## config.mk

```make
export PLATFORM = sky130hd
export DESIGN_NAME = msc_seq_ctrl
export DESIGN_NICKNAME = d
export VERILOG_FILES = /design/src/common/msc_pkg.sv /design/src/verilog/msc_step_pick.sv /design/src/verilog/msc_seq_ctrl.sv
export SDC_FILE = /design/constraint.sdc
export NUM_CORES = 1
export LEC_CHECK = 0
export CORE_UTILIZATION = 51
export DETAILED_ROUTE_END_ITERATION = 16
export DONT_BUFFER_PORTS = 1
export PLACE_DENSITY_LB_ADDON = 0.2
export SYNTH_ARGS = -nofsm -noshare
export SYNTH_HDL_FRONTEND = slang
export SYNTH_SLANG_ARGS = --single-unit
```

## constraint.sdc

```tcl
create_clock -name clk -period 1.1 [get_ports clk]
set_clock_uncertainty 0.15 [all_clocks]
set_input_delay 0.22 -clock clk [delete_from_list [all_inputs] [get_ports clk]]
set_output_delay 0.22 -clock clk [all_outputs]
set_load 0.01 [all_outputs]
```

## src/common/msc_pkg.sv

```systemverilog
// constants and types shared by the monitor sequencer control block
package msc_pkg;
    localparam int MSC_NUM_CHAN = 4;
    // output steps per sequence: bus voltage and shunt current per channel
    localparam int MSC_STEP_W = 4;
    localparam logic [3:0] MSC_STEP_FIRST = 4'h0;
    localparam logic [3:0] MSC_STEP_LAST = 4'h7;
    localparam int MSC_NUM_STEP = 8;
    localparam int MSC_CLK_MHZ = 250;
    localparam int MSC_TIMEOUT_NS = 45000;
    localparam int MSC_TIMEOUT_CYC = (MSC_TIMEOUT_NS * MSC_CLK_MHZ) / 1000;
    localparam int MSC_CNT_W = 16;
    localparam logic [3:0] MSC_ENABLE_RESET = 4'h0;

    typedef enum logic [1:0] {
        MSC_MODE_FULL = 2'b00,
        MSC_MODE_LIMITED = 2'b01,
        MSC_MODE_STANDBY = 2'b10
    } msc_mode_t;
endpackage : msc_pkg

```

## src/verilog/msc_step_pick.sv

```systemverilog
// picks the next enabled output step after the current one, wrapping round
`timescale 1ns/10ps
module msc_step_pick
    import msc_pkg::*;
(
    input wire logic [3:0] cur_step,
    input wire logic [3:0] chan_enable,
    input wire logic from_start,
    output logic [3:0] next_step,
    output logic any_enabled
);
    logic [3:0] cand;
    logic found;
    always_comb begin
        next_step = MSC_STEP_FIRST;
        found = 1'b0;
        cand = MSC_STEP_FIRST;
        any_enabled = |chan_enable;
        // two steps per channel; scan ahead in order, first hit wins
        for (int i = 0; i < MSC_NUM_STEP; i++) begin
            if (from_start) begin
                cand = 4'(i);
            end else begin
                cand = 4'((32'(cur_step) + 32'(i) + 1) % MSC_NUM_STEP);
            end
            if (!found && chan_enable[cand[2:1]]) begin
                next_step = cand;
                found = 1'b1;
            end
        end
    end
endmodule : msc_step_pick

```

## src/verilog/msc_seq_ctrl.sv

```systemverilog
// bus-valid flag, enable-pin mode decode and channel sequence control
`timescale 1ns/10ps
module msc_seq_ctrl
    import msc_pkg::*;
(
    input wire logic clk,
    input wire logic reset_n,
    input wire logic supply_ok,
    input wire logic enable_in_n,
    input wire logic enable_float,
    input wire logic override_pin,
    input wire logic [3:0] bus_voltage_input,
    input wire logic [3:0] channel_enable_field,
    input wire logic timeout_enable,
    input wire logic channel_step_input,
    output logic bus_valid_flag_o,
    output logic bus_valid_flag_oe,
    output logic [3:0] step_index,
    output logic step_valid,
    output logic diff_out_en,
    output logic bandgap_output_en,
    output logic [1:0] mode
);
    // all sequencing state; the reset synchroniser lives apart
    typedef struct packed {
        msc_mode_t mode;
        logic en_prev;
        logic sel_prev;
        logic started;
        logic [3:0] step;
        logic step_ok;
        logic [MSC_CNT_W-1:0] idle_cnt;
        logic flag_oe;
        logic diff_en;
        logic bg_en;
    } msc_state_t;

    // 45 us in clock cycles; the counter width leaves headroom
    localparam logic [MSC_CNT_W-1:0] IDLE_LIMIT = MSC_CNT_W'(MSC_TIMEOUT_CYC);

    msc_state_t state_q;
    msc_state_t state_d;
    // the synchroniser has its own reset, so it sits outside the state record
    logic [1:0] rst_sync_q;
    logic rst_n_int;
    logic [3:0] pick_step;
    logic pick_any;
    logic [MSC_NUM_CHAN-1:0] chan_ok;
    logic all_valid;
    logic flag_pull;
    logic sel_edge;
    logic en_toggle;
    logic idle_expired;
    msc_mode_t mode_nxt;

    // assert at once, release only after two clean edges
    assign rst_n_int = rst_sync_q[1];
    // both directions of the select line count as a step
    assign sel_edge = channel_step_input != state_q.sel_prev;
    // any change of the pin level, either way, restarts the sequence
    assign en_toggle = enable_in_n != state_q.en_prev;
    // limit minus one: the restart then lands on the limit-th idle edge
    assign idle_expired = state_q.idle_cnt >= IDLE_LIMIT - 1'b1;

    // a sequence that has not started yet takes the first enabled step
    msc_step_pick u_pick (
        .cur_step(state_q.step),
        .chan_enable(channel_enable_field),
        .from_start(!state_q.started),
        .next_step(pick_step),
        .any_enabled(pick_any)
    );

    // disabled channels read as valid so they never hold the flag down
    for (genvar c = 0; c < MSC_NUM_CHAN; c++) begin : g_chan
        assign chan_ok[c] = !channel_enable_field[c] || bus_voltage_input[c];
    end
    assign all_valid = &chan_ok;

    // open drain: oe high pulls the pin low, oe low leaves it to the pull-up
    always_comb begin
        if (!override_pin) begin
            flag_pull = 1'b0;
        // supply absent: the flag is pulled low, and only the override pin can release it
        end else if (!supply_ok) begin
            flag_pull = 1'b1;
        end else if (mode_nxt == MSC_MODE_STANDBY) begin
            flag_pull = 1'b1;
        // limited mode keeps the comparators live, so it follows the inputs
        end else begin
            flag_pull = !all_valid;
        end
    end

    // float overrides pin level: a floating pin reads arbitrarily
    always_comb begin
        if (enable_float) begin
            mode_nxt = MSC_MODE_LIMITED;
        end else if (enable_in_n) begin
            mode_nxt = MSC_MODE_STANDBY;
        end else begin
            mode_nxt = MSC_MODE_FULL;
        end
    end

    // select edges advance; timeouts, toggles and idle modes restart
    always_comb begin
        state_d = state_q;
        state_d.mode = mode_nxt;
        state_d.en_prev = enable_in_n;
        // last sample of the line, for the edge detect
        state_d.sel_prev = channel_step_input;
        // bandgap stays up in limited mode as the comparator reference
        state_d.bg_en = (state_d.mode != MSC_MODE_STANDBY) && supply_ok;
        // driver turns on a cycle after the step, so the first sample is settled
        state_d.diff_en = (state_d.mode == MSC_MODE_FULL) && supply_ok
            && state_q.step_ok;

        case (state_q.mode)
            MSC_MODE_FULL: begin
                if (sel_edge) begin
                    state_d.idle_cnt = '0;
                    state_d.started = 1'b1;
                    state_d.step = pick_step;
                    // no enabled channel leaves the step invalid
                    state_d.step_ok = pick_any;
                end else if (timeout_enable && state_q.started) begin
                    // counts only after the first step, so an idle line restarts once
                    if (idle_expired) begin
                        state_d.started = 1'b0;
                        state_d.step = MSC_STEP_FIRST;
                        state_d.step_ok = 1'b0;
                        state_d.idle_cnt = '0;
                    end else begin
                        state_d.idle_cnt = state_q.idle_cnt + 1'b1;
                    end
                end else begin
                    // without timeout the step only wraps by stepping
                    state_d.idle_cnt = '0;
                end
            end
            MSC_MODE_LIMITED, MSC_MODE_STANDBY: begin
                // select edges are dropped; the edge detector keeps tracking the line
                state_d.started = 1'b0;
                state_d.step = MSC_STEP_FIRST;
                state_d.step_ok = 1'b0;
                state_d.idle_cnt = '0;
            end
            default: begin
                // unused code: fall back to the idle mode
                state_d.mode = MSC_MODE_STANDBY;
            end
        endcase

        // after the case, so a toggle beats a select edge in the same cycle
        if (en_toggle) begin
            state_d.started = 1'b0;
            state_d.step = MSC_STEP_FIRST;
            state_d.step_ok = 1'b0;
            state_d.idle_cnt = '0;
        end

        state_d.flag_oe = flag_pull;
    end

    // only the second flop is read; the first may still be settling
    always_ff @(posedge clk or negedge reset_n) begin
        if (!reset_n) begin
            rst_sync_q <= 2'b00;
        end else begin
            rst_sync_q <= {rst_sync_q[0], 1'b1};
        end
    end

    // the state waits for the synchronised release of reset
    always_ff @(posedge clk or negedge rst_n_int) begin
        if (!rst_n_int) begin
            state_q.mode <= MSC_MODE_STANDBY;
            // reset to the standby level: a low pin after reset reads as a toggle
            state_q.en_prev <= 1'b1;
            state_q.sel_prev <= 1'b0;
            state_q.started <= 1'b0;
            state_q.step <= MSC_STEP_FIRST;
            state_q.step_ok <= 1'b0;
            state_q.idle_cnt <= '0;
            state_q.flag_oe <= 1'b0;
            state_q.diff_en <= 1'b0;
            state_q.bg_en <= 1'b0;
        end else begin
            state_q.mode <= state_d.mode;
            state_q.en_prev <= state_d.en_prev;
            state_q.sel_prev <= state_d.sel_prev;
            state_q.started <= state_d.started;
            state_q.step <= state_d.step;
            state_q.step_ok <= state_d.step_ok;
            state_q.idle_cnt <= state_d.idle_cnt;
            state_q.flag_oe <= state_d.flag_oe;
            state_q.diff_en <= state_d.diff_en;
            state_q.bg_en <= state_d.bg_en;
        end
    end

    // data half of the open-drain pair is tied low; oe alone moves the pin
    assign bus_valid_flag_o = 1'b0;
    assign bus_valid_flag_oe = state_q.flag_oe;
    assign step_index = state_q.step;
    assign step_valid = state_q.step_ok;
    assign diff_out_en = state_q.diff_en;
    assign bandgap_output_en = state_q.bg_en;
    assign mode = state_q.mode;
endmodule : msc_seq_ctrl

```

==> metrics.yaml <==
status: "finished with violations"
violations: "design-rule violations, negative hold slack, negative setup slack"
drive_gt1_share_pct: 59.2
post-route-period-util_pct: 264
yosysUniqueCellTypes: 58
cts_root_buffer: "clkbuf_8"
start_util_pct: 54.6
core_mm2: 0.00409
max_freq_ghz: 0.344
finalPower_mw: 3.33
avgSynthCellArea_um2: 8.71
final_nets: 390
hold_violations: 2
routabilityCongestion: 1.00
setup_viol: 31
insertion_delay_ps: 320
globalRoute.totalOverflow: 0
placed_cells: 367
rows: 23
synthArstFlopShare_pct: 100
die_area_mm2: 0.00464
numClockSinks: 30
peakVddDrop_mv: 0.834
path_buf_inv: 2
hpwl_um: 4290
fin_area_mm2: 0.00396
reg2reg_from: "step_index[0]"
startpoint_type: "register"
drt-pass1-iter-count: 14
grt_use_total_pct: 43.8
ys_seq_elements: 30
synth_edf_count: 0
p_leak_nw: 1.75
worst_path_max_delay_cell: "dfrtp_1"
r2r-end: "step_index[2]"
post_dp_cell_area_mm2: 0.00284
wl_um: 13800
hp-class: "in -> async"
wl_per_cell_um: 32.9
whs_ps: -9.45
rr_worst_depth: 10
n_antenna_cell: 0
critPathTopFamily: "compound AO/OA/AOI/OAI gates"
syn_inst: 256
grt_max_degree: 16
die_w_um: 68.1
cp_slowest_stage_delay_ps: 440
cts_buffers: 5
ys_warn_count: 0
via_per_inst: 7.87
synth_flop_cell: "dfrtp_1"
grt_pass1_vias: 2680
antenna_found_initial: 0
drtAntennaViolNets: 0
clk_pin_slew_ps: 80
htreeDepth: 2
first_iter_violations: 832
cp-end-kind: "register"
yosysSeqAreaShare_pct: 33.8
worstPathCellList: "inv_2 > ha_4 > xnor2_1 > buf_4 > nand2_1 > mux4_2 > nand2b_4 > o311ai_2 > nor3_2 > o31ai_1"
fp.dieH_um: 68.1
cts_buffer_depth: 2
reg2reg_slack_ps: -1800
cp.required_ps: 1120
finalWorstSetupSlack_ps: -1800
num_vias: 3291
grt_pass1_wl_um: 14100
cp.arrival_ps: 2930
final_util_pct: 96.8
setup.worst_path.class: "reg -> reg"
fin_cells: 418
layout_min_cycle_time_ps: 2900
worst-path-max-fanout: 3
final_cell_mix: "buf_4, buf_6, dfrtp_1"
numPortBuffers: 0
rsz0062_at_grt: "true"
syn_to_final_growth_pct: 77.4
pin_count: 27
cts_tree: "built"
power_density_mw_per_mm2: 842
syn_area_mm2: 0.00223
maxCapViolCount: 0
report.final.slew_viol_count: 0
layout_commonest_cell: "buf_4"
drcViolationCount: 2
==> sequential cells by signal (all words and copies together), names as in the netlist <==
register and cells:
rst_sync_q 2, mode 2, bandgap_output_en 1, step_index 3
bus_valid_flag_oe 1, diff_out_en 1, state_q 19, step_valid 1
==> per-stage QoR <==
stage	setup TNS, ps	hold slack (ps)	setup slack, ps
floorplan	-20500	-226	-1420
global placement	-22240	-226	-1400
detailed placement	-22950	-226	-1520
CTS	-25100	6.64	-1430
global route	-33330	0.118	-1870
finish	-33230	-9.45	-1800
==> kinds of logic after synthesis <==
logic type | after synthesis | share of synthesized area (%)
AND/OR/NAND/NOR | 99 | 24.4
AO/OA/AOI/OAI | 67 | 20.6
buffers and inverters | 37 | 9.88
flip-flops | 30 | 33.8
multiplexers | 8 | 4.38
adder cells (fa/ha/maj) | 7 | 3.93
XOR/XNOR | 6 | 2.69
other | 2 | 0.337
==> repair_timing <==
item | CTS | global route
setup endpoints to repair | 28 | 31
cloned | 2 | 0
gates resized for setup | 62 | 80
hold buffers | 7 | 0
pin swaps | 14 | 15
buffers inserted | 16 | 22
hold endpoints to repair | 11 | 0
==> how the worst max path moves through the flow <==
stage	from	to	slack [ps]	depth (start not counted)
6_report	step_index[0]	step_index[2]	-1800	10
5_1_grt	step_index[0]	step_index[2]	-1870	10
4_1_cts	step_index[1]	step_index[1]	-1430	8
3_5_place_dp	step_index[1]	step_index[1]	-1520	8
3_3_place_gp	step_index[1]	step_index[1]	-1400	10
2_1_floorplan	step_index[1]	step_index[1]	-1420	10
==> report_power, final <==
| group | switching, mW | total (mW) | internal (mW) |
|---|---|---|---|
| sequential | 0.0413 | 1.17 | 1.13 |
| clock | 0.601 | 1.11 | 0.505 |
| combinational | 0.562 | 1.05 | 0.489 |
==> routing by layer <==
metal,vias up,routed length [um],track usage (%)
li1,1139,-,-
met1,1497,4420,49.8
met2,432,5470,70.6
met3,223,2170,10.8
met4,0,1710,32.8
met5,-,0,0
==> synth_stat cells, types with 3 or more instances <==
cell type  count  area share [%]
o31ai_1       10             3.4
o21ai_1        4            0.90
o21ai_0       15             3.4
nor3_1         8             1.8
and3_1        10             2.8
ha_1           7             3.9
xnor2_1        3             1.2
nand2_1       18             3.0
dfrtp_1       28              31
and2_1         3            0.84
nand2b_1       5             1.4
a211oi_1       3             1.0
nand3_1       19             4.3
mux2i_1        3             1.3
nor2b_1        5             1.4
o22ai_1        6             1.7
a21oi_1       10             2.2
mux2_2         3             1.5
nor2_1        15             2.5
buf_6          5             2.5
buf_4         11             3.7
inv_1         17             2.9
==> area by class of cell <==
class                   count  area [um^2]
well taps                  50         62.6
inverters                  17         66.3
multi-input cells         191         1840
fillers                    73          131
clock buffers               6         82.6
repair buffers            122         1130
clock inverters             2         12.5
flip-flops and latches     30          757
Power figures use the tool's default switching activity.
